## config.mk

```make
export PLATFORM = sky130hd
export DESIGN_NAME = tcsc_timer
export DESIGN_NICKNAME = d
export VERILOG_FILES = /design/src/logic/tcsc_pkg.sv /design/src/logic/tcsc_tick_sel.sv /design/src/logic/tcsc_timer.sv
export VERILOG_INCLUDE_DIRS = /design/src /design/src/logic
export SDC_FILE = /design/constraint.sdc
export NUM_CORES = 1
export LEC_CHECK = 0
export BUFFER_PORTS_ARGS = -buffer_cell sky130_fd_sc_hd__buf_2
export CORE_MARGIN = 4
export CORE_UTILIZATION = 50
export CTS_BUF_LIST = sky130_fd_sc_hd__clkbuf_2
export DETAILED_ROUTE_END_ITERATION = 8
export PLACE_DENSITY = 0.81
export SETUP_SLACK_MARGIN = 0.4
export SLEW_MARGIN = 25
export SYNTH_ARGS = -nofsm -noshare
export SYNTH_HDL_FRONTEND = slang
export SYNTH_SLANG_ARGS = --single-unit
```

## constraint.sdc

```tcl
create_clock -name clock -period 2.74 [get_ports clock]
set_input_delay 0.685 -clock clock [delete_from_list [all_inputs] [get_ports clock]]
set_output_delay 0.685 -clock clock [all_outputs]
set_load 0.005 [all_outputs]
```

## src/logic/tcsc_map.svh

```systemverilog
// register addresses, field positions, reset values and timing counts of the timer block
`ifndef TCSC_MAP_SVH
`define TCSC_MAP_SVH

`define TCSC_ADDR_CTRL       8'hc8
`define TCSC_ADDR_CLKSEL     8'hc9
`define TCSC_ADDR_RLD_LO     8'hca
`define TCSC_ADDR_RLD_HI     8'hcb
`define TCSC_ADDR_CNT_LO     8'hcc
`define TCSC_ADDR_CNT_HI     8'hcd
`define TCSC_BIT_BASE        8'hc8

`define TCSC_CTRL_HIGH_FLAG  7
`define TCSC_CTRL_LOW_FLAG   6
`define TCSC_CTRL_LOW_EN     5
`define TCSC_CTRL_SPLIT      4
`define TCSC_CTRL_UP_CAP     3
`define TCSC_CTRL_LO_CAP     2
`define TCSC_CTRL_UP_RUN     1
`define TCSC_CTRL_LO_RUN     0

`define TCSC_CLK_A_LO_LSB    0
`define TCSC_CLK_A_UP_LSB    2
`define TCSC_CLK_B_LO_LSB    4
`define TCSC_CLK_B_UP_LSB    6

`define TCSC_RST_CTRL        8'h00
`define TCSC_RST_CLKSEL      8'h00
`define TCSC_RST_BYTE        8'h00

`define TCSC_SYS_DIV         12

`endif

```

## src/logic/tcsc_pkg.sv

```systemverilog
// types shared by the timer clock-select and control block
package tcsc_pkg;

	typedef enum logic [1:0] {
		TCSC_SRC_SYS    = 2'h0,
		TCSC_SRC_DIV12  = 2'h1,
		TCSC_SRC_RTC    = 2'h2,
		TCSC_SRC_PULSE  = 2'h3
	} tcsc_clksrc_t;

	typedef logic [7:0] tcsc_byte_t;

endpackage : tcsc_pkg

```

## src/logic/tcsc_tick_sel.sv

```systemverilog
// counting-tick generation and per-half clock source selection
`timescale 1ns/1ps
`include "tcsc_map.svh"

module tcsc_tick_sel #(
	parameter int DIV = `TCSC_SYS_DIV
) (
	// clock and reset
	input  wire logic             clock,
	input  wire logic             rstn,
	// real-time sources, already on this clock
	input  wire logic             rtc_tick,
	input  wire logic             rtc_pulse,
	// four two-bit selection fields
	input  wire tcsc_pkg::tcsc_byte_t clksel,
	// one tick strobe per field
	output logic [3:0]            ticks
);
	import tcsc_pkg::*;

	localparam int DW = $clog2(DIV);

	// below two the prescaler cannot make a single-cycle strobe
	if (DIV < 2) begin : g_bad_div
		$error("divider must be at least 2");
	end

	logic [DW-1:0] div_cnt;
	logic [DW-1:0] next_div_cnt;
	logic          div_pulse;
	logic          next_div_pulse;

	// prescaler, free running so every half sees the same phase
	always_comb begin
		if (div_cnt == DW'(DIV - 1)) begin
			next_div_cnt   = '0;
			next_div_pulse = 1'b1;
		end else begin
			next_div_cnt   = div_cnt + DW'(1);
			next_div_pulse = 1'b0;
		end
	end

	always_ff @(posedge clock) begin
		if (!rstn) begin
			div_cnt   <= '0;
			div_pulse <= 1'b0;
		end else begin
			div_cnt   <= next_div_cnt;
			div_pulse <= next_div_pulse;
		end
	end

	function automatic logic pick(input logic [1:0] field, input logic dp,
		input logic rt, input logic rp);
		case (tcsc_clksrc_t'(field))
			TCSC_SRC_SYS:   pick = 1'b1;
			TCSC_SRC_DIV12: pick = dp;
			TCSC_SRC_RTC:   pick = rt;
			TCSC_SRC_PULSE: pick = rp;
			default:        pick = 1'b0;
		endcase
	endfunction : pick

	// sys ticks on every cycle; the other sources are single-cycle strobes on the system clock
	for (genvar g = 0; g < 4; g++) begin : g_sel
		assign ticks[g] = pick(clksel[2*g +: 2], div_pulse, rtc_tick, rtc_pulse);
	end

endmodule : tcsc_tick_sel

```

## src/logic/tcsc_timer.sv

```systemverilog
// first timer: control/status, clock select, counter, reload/capture and interrupt request
`timescale 1ns/1ps
`include "tcsc_map.svh"

// Overview of operation
// - two-bit field picks sys, div12, rtc, pulse tick
// - upper clock field only matters when split
// - lower clock field clocks lower or whole counter
// - second timer fields at bits 7:6, 5:4
// - high flag set on overflow or capture
// - low flag set by hardware, software clears
// - wide reload timer still flags low byte rollover
// - wide capture: capture sets high, overflow low
// - request is high OR low gated by enable
// - split bit selects one or two counters
// - upper capture enable only when split
// - lower capture enable covers whole counter wide
// - upper run only counts when split
// - lower run enables lower or whole counter
// - control at 0xc8, byte and bit writes
// - wide wrap without capture loads sixteen-bit reload, sets high
// - capture copies count even when stopped
// - split half wrap without capture reloads own byte, flags
// - capture source is external edge event
module tcsc_timer #(
	parameter int DIV = `TCSC_SYS_DIV
) (
	// clock and reset
	input  wire logic                 clock,
	input  wire logic                 rstn,
	// special-function register port, byte access
	input  wire logic [7:0]           sfr_addr,
	input  wire tcsc_pkg::tcsc_byte_t sfr_wdata,
	input  wire logic                 sfr_wr,
	input  wire logic                 sfr_rd,
	output tcsc_pkg::tcsc_byte_t      sfr_rdata,
	// special-function register port, single-bit access
	input  wire logic [7:0]           sfr_bit_addr,
	input  wire logic                 sfr_bit_val,
	input  wire logic                 sfr_bit_wr,
	// event sources on this clock
	input  wire logic                 rtc_tick,
	input  wire logic                 rtc_pulse,
	input  wire logic                 external_edge_event_a,
	// interrupt request and second-timer ticks
	output logic                      timer_a_irq,
	output logic                      timer_b_upper_tick,
	output logic                      timer_b_lower_tick
);
	import tcsc_pkg::*;

	tcsc_byte_t timer_a_control_status;
	tcsc_byte_t timer_clock_source_select;
	tcsc_byte_t reload_capture_low_byte;
	tcsc_byte_t reload_capture_high_byte;
	tcsc_byte_t count_low_byte;
	tcsc_byte_t count_high_byte;
	tcsc_byte_t rdata_q;

	tcsc_byte_t next_ctrl;
	tcsc_byte_t next_clksel;
	tcsc_byte_t next_rld_lo;
	tcsc_byte_t next_rld_hi;
	tcsc_byte_t next_cnt_lo;
	tcsc_byte_t next_cnt_hi;
	tcsc_byte_t next_rdata;
	logic       next_irq;
	logic       irq_q;

	logic [3:0] ticks;

	logic split_select;
	logic upper_capture_enable;
	logic lower_capture_enable;
	logic upper_run;
	logic lower_run;

	assign split_select         = timer_a_control_status[`TCSC_CTRL_SPLIT];
	assign upper_capture_enable = timer_a_control_status[`TCSC_CTRL_UP_CAP];
	assign lower_capture_enable = timer_a_control_status[`TCSC_CTRL_LO_CAP];
	assign upper_run            = timer_a_control_status[`TCSC_CTRL_UP_RUN];
	assign lower_run            = timer_a_control_status[`TCSC_CTRL_LO_RUN];

	tcsc_tick_sel #(
		.DIV       (DIV)
	) u_tick (
		.clock     (clock),
		.rstn      (rstn),
		.rtc_tick  (rtc_tick),
		.rtc_pulse (rtc_pulse),
		.clksel    (timer_clock_source_select),
		.ticks     (ticks)
	);

	// second timer only needs its strobes, its counter lives elsewhere
	assign timer_b_lower_tick = ticks[`TCSC_CLK_B_LO_LSB/2];
	assign timer_b_upper_tick = ticks[`TCSC_CLK_B_UP_LSB/2];

	// bit access splits the address into block and index, so the block must align
	if ((`TCSC_BIT_BASE & 8'h07) != 8'h00) begin : g_bad_base
		$error("bit-addressable base must be a multiple of eight");
	end

	logic tick_lo;
	logic tick_up;
	assign tick_lo = ticks[`TCSC_CLK_A_LO_LSB/2];
	assign tick_up = ticks[`TCSC_CLK_A_UP_LSB/2];

	function automatic logic hit(input logic [7:0] addr, input logic [7:0] target,
		input logic strobe);
		hit = strobe && (addr == target);
	endfunction : hit

	// one eight-bit half: {wrapped, next count}
	function automatic logic [8:0] step8(input logic [7:0] cnt, input logic [7:0] rld,
		input logic step, input logic cap_mode);
		step8 = {1'b0, cnt};
		if (step) begin
			if (cnt == 8'hff) begin
				step8 = {1'b1, cap_mode ? 8'h00 : rld};
			end else begin
				step8 = {1'b0, cnt + 8'h01};
			end
		end
	endfunction : step8

	logic [8:0]  lo_res;
	logic [8:0]  up_res;
	logic [15:0] cnt16;
	logic        step_w;
	logic        step_lo;
	logic        step_up;
	logic        cap_w;
	logic        set_high;
	logic        set_low;
	logic        cap_lo;
	logic        cap_up;
	logic [7:0]  bit_mask;
	logic        ctrl_bit_wr;

	always_comb begin
		next_ctrl   = timer_a_control_status;
		next_clksel = timer_clock_source_select;
		next_rld_lo = reload_capture_low_byte;
		next_rld_hi = reload_capture_high_byte;
		next_cnt_lo = count_low_byte;
		next_cnt_hi = count_high_byte;
		next_rdata  = rdata_q;
		cnt16       = {count_high_byte, count_low_byte};
		set_high    = 1'b0;
		set_low     = 1'b0;
		cap_lo      = 1'b0;
		cap_up      = 1'b0;
		lo_res      = 9'h000;
		up_res      = 9'h000;
		step_w      = lower_run && tick_lo;
		step_lo     = lower_run && tick_lo;
		step_up     = upper_run && tick_up;
		cap_w       = lower_capture_enable;

		if (!split_select) begin
			// wide: lower controls govern the whole counter, upper ones ignored
			if (step_w) begin
				cnt16 = cnt16 + 16'h0001;
				if ({count_high_byte, count_low_byte} == 16'hffff) begin
					if (cap_w) begin
						set_low = 1'b1;
					end else begin
						cnt16    = {reload_capture_high_byte, reload_capture_low_byte};
						set_high = 1'b1;
					end
				end
				if (!cap_w && count_low_byte == 8'hff) begin
					set_low = 1'b1;
				end
			end
			next_cnt_lo = cnt16[7:0];
			next_cnt_hi = cnt16[15:8];

			// the pre-step count is copied, the value software last saw
			if (cap_w && external_edge_event_a) begin
				cap_lo   = 1'b1;
				cap_up   = 1'b1;
				set_high = 1'b1;
			end
		end else begin
			// split: halves are independent, sharing only the capture event
			lo_res      = step8(count_low_byte, reload_capture_low_byte, step_lo,
				lower_capture_enable);
			up_res      = step8(count_high_byte, reload_capture_high_byte, step_up,
				upper_capture_enable);
			next_cnt_lo = lo_res[7:0];
			next_cnt_hi = up_res[7:0];
			if (lo_res[8] && !lower_capture_enable) begin
				set_low = 1'b1;
			end
			if (up_res[8] && !upper_capture_enable) begin
				set_high = 1'b1;
			end

			if (external_edge_event_a) begin
				if (lower_capture_enable) begin
					cap_lo  = 1'b1;
					set_low = 1'b1;
				end
				if (upper_capture_enable) begin
					cap_up   = 1'b1;
					set_high = 1'b1;
				end
			end
		end

		// software byte and bit writes
		if (hit(sfr_addr, `TCSC_ADDR_CTRL, sfr_wr)) begin
			next_ctrl = sfr_wdata;
		end

		ctrl_bit_wr = sfr_bit_wr && (sfr_bit_addr[7:3] == 5'(`TCSC_BIT_BASE >> 3));
		bit_mask    = 8'h01 << sfr_bit_addr[2:0];
		if (ctrl_bit_wr) begin
			next_ctrl = sfr_bit_val ? (next_ctrl | bit_mask) : (next_ctrl & ~bit_mask);
		end

		if (hit(sfr_addr, `TCSC_ADDR_CLKSEL, sfr_wr)) begin
			next_clksel = sfr_wdata;
		end
		if (hit(sfr_addr, `TCSC_ADDR_RLD_LO, sfr_wr)) begin
			next_rld_lo = sfr_wdata;
		end
		if (hit(sfr_addr, `TCSC_ADDR_RLD_HI, sfr_wr)) begin
			next_rld_hi = sfr_wdata;
		end
		// count writes follow the step, so a software preset wins
		if (hit(sfr_addr, `TCSC_ADDR_CNT_LO, sfr_wr)) begin
			next_cnt_lo = sfr_wdata;
		end
		if (hit(sfr_addr, `TCSC_ADDR_CNT_HI, sfr_wr)) begin
			next_cnt_hi = sfr_wdata;
		end

		// a capture beats a software reload write in the same cycle
		if (cap_lo) begin
			next_rld_lo = count_low_byte;
		end
		if (cap_up) begin
			next_rld_hi = count_high_byte;
		end

		// hardware sets win over a software clear, and are never cleared here
		if (set_high) begin
			next_ctrl[`TCSC_CTRL_HIGH_FLAG] = 1'b1;
		end
		if (set_low) begin
			next_ctrl[`TCSC_CTRL_LOW_FLAG] = 1'b1;
		end

		// registered read data, unmapped addresses answer zero
		if (sfr_rd) begin
			case (sfr_addr)
				`TCSC_ADDR_CTRL:   next_rdata = timer_a_control_status;
				`TCSC_ADDR_CLKSEL: next_rdata = timer_clock_source_select;
				`TCSC_ADDR_RLD_LO: next_rdata = reload_capture_low_byte;
				`TCSC_ADDR_RLD_HI: next_rdata = reload_capture_high_byte;
				`TCSC_ADDR_CNT_LO: next_rdata = count_low_byte;
				`TCSC_ADDR_CNT_HI: next_rdata = count_high_byte;
				default:           next_rdata = 8'h00;
			endcase
		end

		next_irq = next_ctrl[`TCSC_CTRL_HIGH_FLAG] ||
			(next_ctrl[`TCSC_CTRL_LOW_FLAG] && next_ctrl[`TCSC_CTRL_LOW_EN]);
	end

	// one synchronous clear for the whole bank keeps flags and request aligned
	always_ff @(posedge clock) begin
		if (!rstn) begin
			timer_a_control_status    <= `TCSC_RST_CTRL;
			timer_clock_source_select <= `TCSC_RST_CLKSEL;
			reload_capture_low_byte   <= `TCSC_RST_BYTE;
			reload_capture_high_byte  <= `TCSC_RST_BYTE;
			count_low_byte            <= `TCSC_RST_BYTE;
			count_high_byte           <= `TCSC_RST_BYTE;
			rdata_q                   <= 8'h00;
			irq_q                     <= 1'b0;
		end else begin
			timer_a_control_status    <= next_ctrl;
			timer_clock_source_select <= next_clksel;
			reload_capture_low_byte   <= next_rld_lo;
			reload_capture_high_byte  <= next_rld_hi;
			count_low_byte            <= next_cnt_lo;
			count_high_byte           <= next_cnt_hi;
			rdata_q                   <= next_rdata;
			irq_q                     <= next_irq;
		end
	end

	assign sfr_rdata   = rdata_q;
	// irq_q tracks the flags in the same cycle they are stored
	assign timer_a_irq = irq_q;

endmodule : tcsc_timer

```

==> qor.yml <==
min_path:
  hp-start: "sfr_wdata[4]"
  worstHoldEndpoint: "timer_clock_source_select[4]"
  hold_class: "input pin to flip-flop"
  whs_path_depth: 3
sta:
  finalCritPeriodShare_pct: 82.2
  final_max_slew_viol_count: 0
  slew_headroom_pct: 53.5
  tightest_slew_ns: 0.697
  hold_viol: 0
  finalSetupViolCount: 0
  rsz0062_at_grt: "no"
  fin_crit_ns: 2.25
  clock_skew_ns: 0.0183
  fmax_mhz: 444
  fin_tns_setup_ns: 0
critical_path:
  required_ns: 3.19
  crit_fanout: 8
  r2r-end: "count_low_byte[5]"
  rr_startpoint: "count_low_byte[5]"
  r2r_slack_ns: 0.49
  reg2regPathDepth: 6
  cp_data_arrival_time_ns: 2.71
  path_class: "flip-flop to flip-flop"
  critPathCaptureType: "flip-flop"
  startpoint_type: "flip-flop"
floorplan:
  dieWidth_um: 96.7
  initial_utilization_pct: 51.2
  core-area_um2: 7690
  die_y_um: 96.7
  die_area_um2: 9360
  ios: 44
  std_cell_rows: 32
clocking:
  htreeDepth: 3
  path_clk_slew_ns: 0.21
  insertion_delay_ns: 0.54
  cts.sinks: 62
  clockBufferDepth: 2
  cts_buffers: 9
  cts_tree: "done"
  cts_hold_buf: 0
  ctsRootBufferMaster: "clkbuf_2"
final_layout:
  drive_gt1_share_pct: 20.0
  final_area_um2: 4470
  syn_to_final_growth_pct: 13.6
  fillers: 728
  diodes: 0
  nNetsFinal: 577
yosys:
  synthCells: 498
  seq_area_frac_synth_pct: 31.5
  synth_edf_count: 0
  yosysTopAreaCell: "dfxtp_1"
  syn_area_per_cell_um2: 7.90
  ys_ff_latch: 62
  syn-num-nets: 534
  synth_top_area_share_pct: 31.5
  synth_area_um2: 3940
  yosys.cell_types.count: 59
  ys.flop_type: "dfxtp_1"
  async_reset_ff_share_pct: 0
  ys_warn_count: 0
  ys_top_cells_by_area: "dfxtp_1 32%, mux2i_1 5.3%, nor2_1 5.0%"
job:
  cap_violations: 0
global_routing:
  grt_pass1_wl_mm: 21.5
  grt.total_usage_pct: 28.3
  grt_max_degree: 38
  grt_pass1_vias: 4227
  overflow: 0
  grt_antenna_before_repair: 0
detailed_routing:
  drt_wl_total_mm: 13.3
  drc: 0
  num_vias: 4355
  drt_iter0_drc: 518
  drt-pass1-iter-count: 6
  via_per_inst: 6.72
  wire_per_inst_um: 20.6
  drt.antenna.violating_nets: 0
place:
  placed_area_um2: 4320
  place_congestion: 0.942
  port_buffers: 43
  hpwl_mm: 9.42
pwr:
  power.density_nw_per_um2: 394
  leakagePower_uw: 0.00164
  max-vdd-ir-drop_mv: 0.235
outcome:
  status: "finished, final reports clean"
## final cells by class
class                      count  area [µm²]  share of cell area (%)
clock inverter                 7        97.6                    2.18
inverter                      11        41.3                   0.923
multi-input combinational    388        2510                    56.1
timing repair buffer          69         410                    9.18
tap                          102         128                    2.85
clock buffer                   9        45.0                    1.01
sequential                    62        1240                    27.8
## worst max-delay path, cell delays in order, from the launching register on
cell and delay, ns:
dfxtp_1 0.57, nand3_2 0.25, or3_4 0.44, nor2_4 0.28, nor2_1 0.14, a221oi_1 0.36
a21oi_1 0.12
## synth_stat cells, types with 8 or more instances
cell type	count
a21oi_1	36
a22oi_1	8
mux2i_1	21
a311oi_1	9
a31oi_1	13
a21boi_0	9
a222oi_1	9
nand3_1	38
clkbuf_1	23
o21ai_0	22
nand2_1	47
nor3b_1	10
dfxtp_1	62
o221ai_1	8
inv_1	10
nor2_1	52
buf_2	11
a211oi_1	10
## worst max-delay path by stage
stage	startpoint	endpoint	cells past startpoint
floorplan	sfr_addr[4]	timer_a_irq	7
global placement	sfr_addr[4]	timer_a_irq	7
detailed placement	sfr_addr[4]	timer_a_irq	7
CTS	count_low_byte[5]	count_low_byte[5]	6
global route	count_high_byte[1]	timer_a_irq	7
finish	count_low_byte[5]	count_low_byte[5]	6
## per-stage QoR
stage / instances / hold WS (ns) / total power (µW) / utilization, % / worst slack [ns]
finish: 648 / 0.470 / 1760 / 58.2 / 0.488
CTS: 648 / 0.457 / 1750 / 58.0 / 0.495
floorplan: 498 / 0.417 / 997 / - / 0.402
detailed placement: 632 / 0.452 / 1070 / 56.2 / 0.130
global route: 648 / 0.441 / 1810 / 58.2 / 0.432
global placement: 632 / 0.428 / 1060 / 56.2 / 0.180
## layer usage
layer / track usage [%] / vias up / part of all wire (%)
met4: 11.2 / 0 / 3.9
met5: 0 / - / 0
met3: 8.58 / 56 / 12
li1: - / 1966 / -
met2: 43.8 / 315 / 44
met1: 36.7 / 2018 / 40
## registers in the layout, indices dropped and copies added, names as in the netlist
signal	flops
u_tick.div_pulse	1
reload_capture_high_byte	8
timer_a_irq	1
timer_clock_source_select	8
u_tick.div_cnt	4
sfr_rdata	8
reload_capture_low_byte	8
timer_a_control_status	8
count_high_byte	8
count_low_byte	8
## logic make-up after synthesis
| group | Yosys count | share of synthesized area (%) |
|---|---|---|
| simple gates | 192 | 25.0 |
| compound gates | 152 | 27.0 |
| flops | 62 | 31.5 |
| buf+inv | 48 | 5.15 |
| mux | 27 | 7.25 |
| xor+xnor | 14 | 3.12 |
| fa+ha+maj | 3 | 0.954 |
## cells in the final DEF, fill, tap and decap left out, types with 10 or more instances in the layout
cell type  count
dfxtp_1       62
nor2_1        52
nand2_1       47
buf_2         43
nand3_1       37
a21oi_1       36
buf_4         26
o21ai_0       22
mux2i_1       21
a31oi_1       13
nor3b_1       10
inv_1         10
## where the power goes
group / leakage [µW] / internal, µW / switching (µW)
clock: 0.0000785 / 304 / 406
sequential: 0.000501 / 915 / 9.21
combinational: 0.00106 / 45.1 / 83.9
total: 0.00164 / 1260 / 499
## repair_timing
action,CTS,global route
setup buffers,0,0
endpoints found under the setup margin,0,2
resized for setup,0,2
No activity file was read; power rests on OpenSTA's default activity.
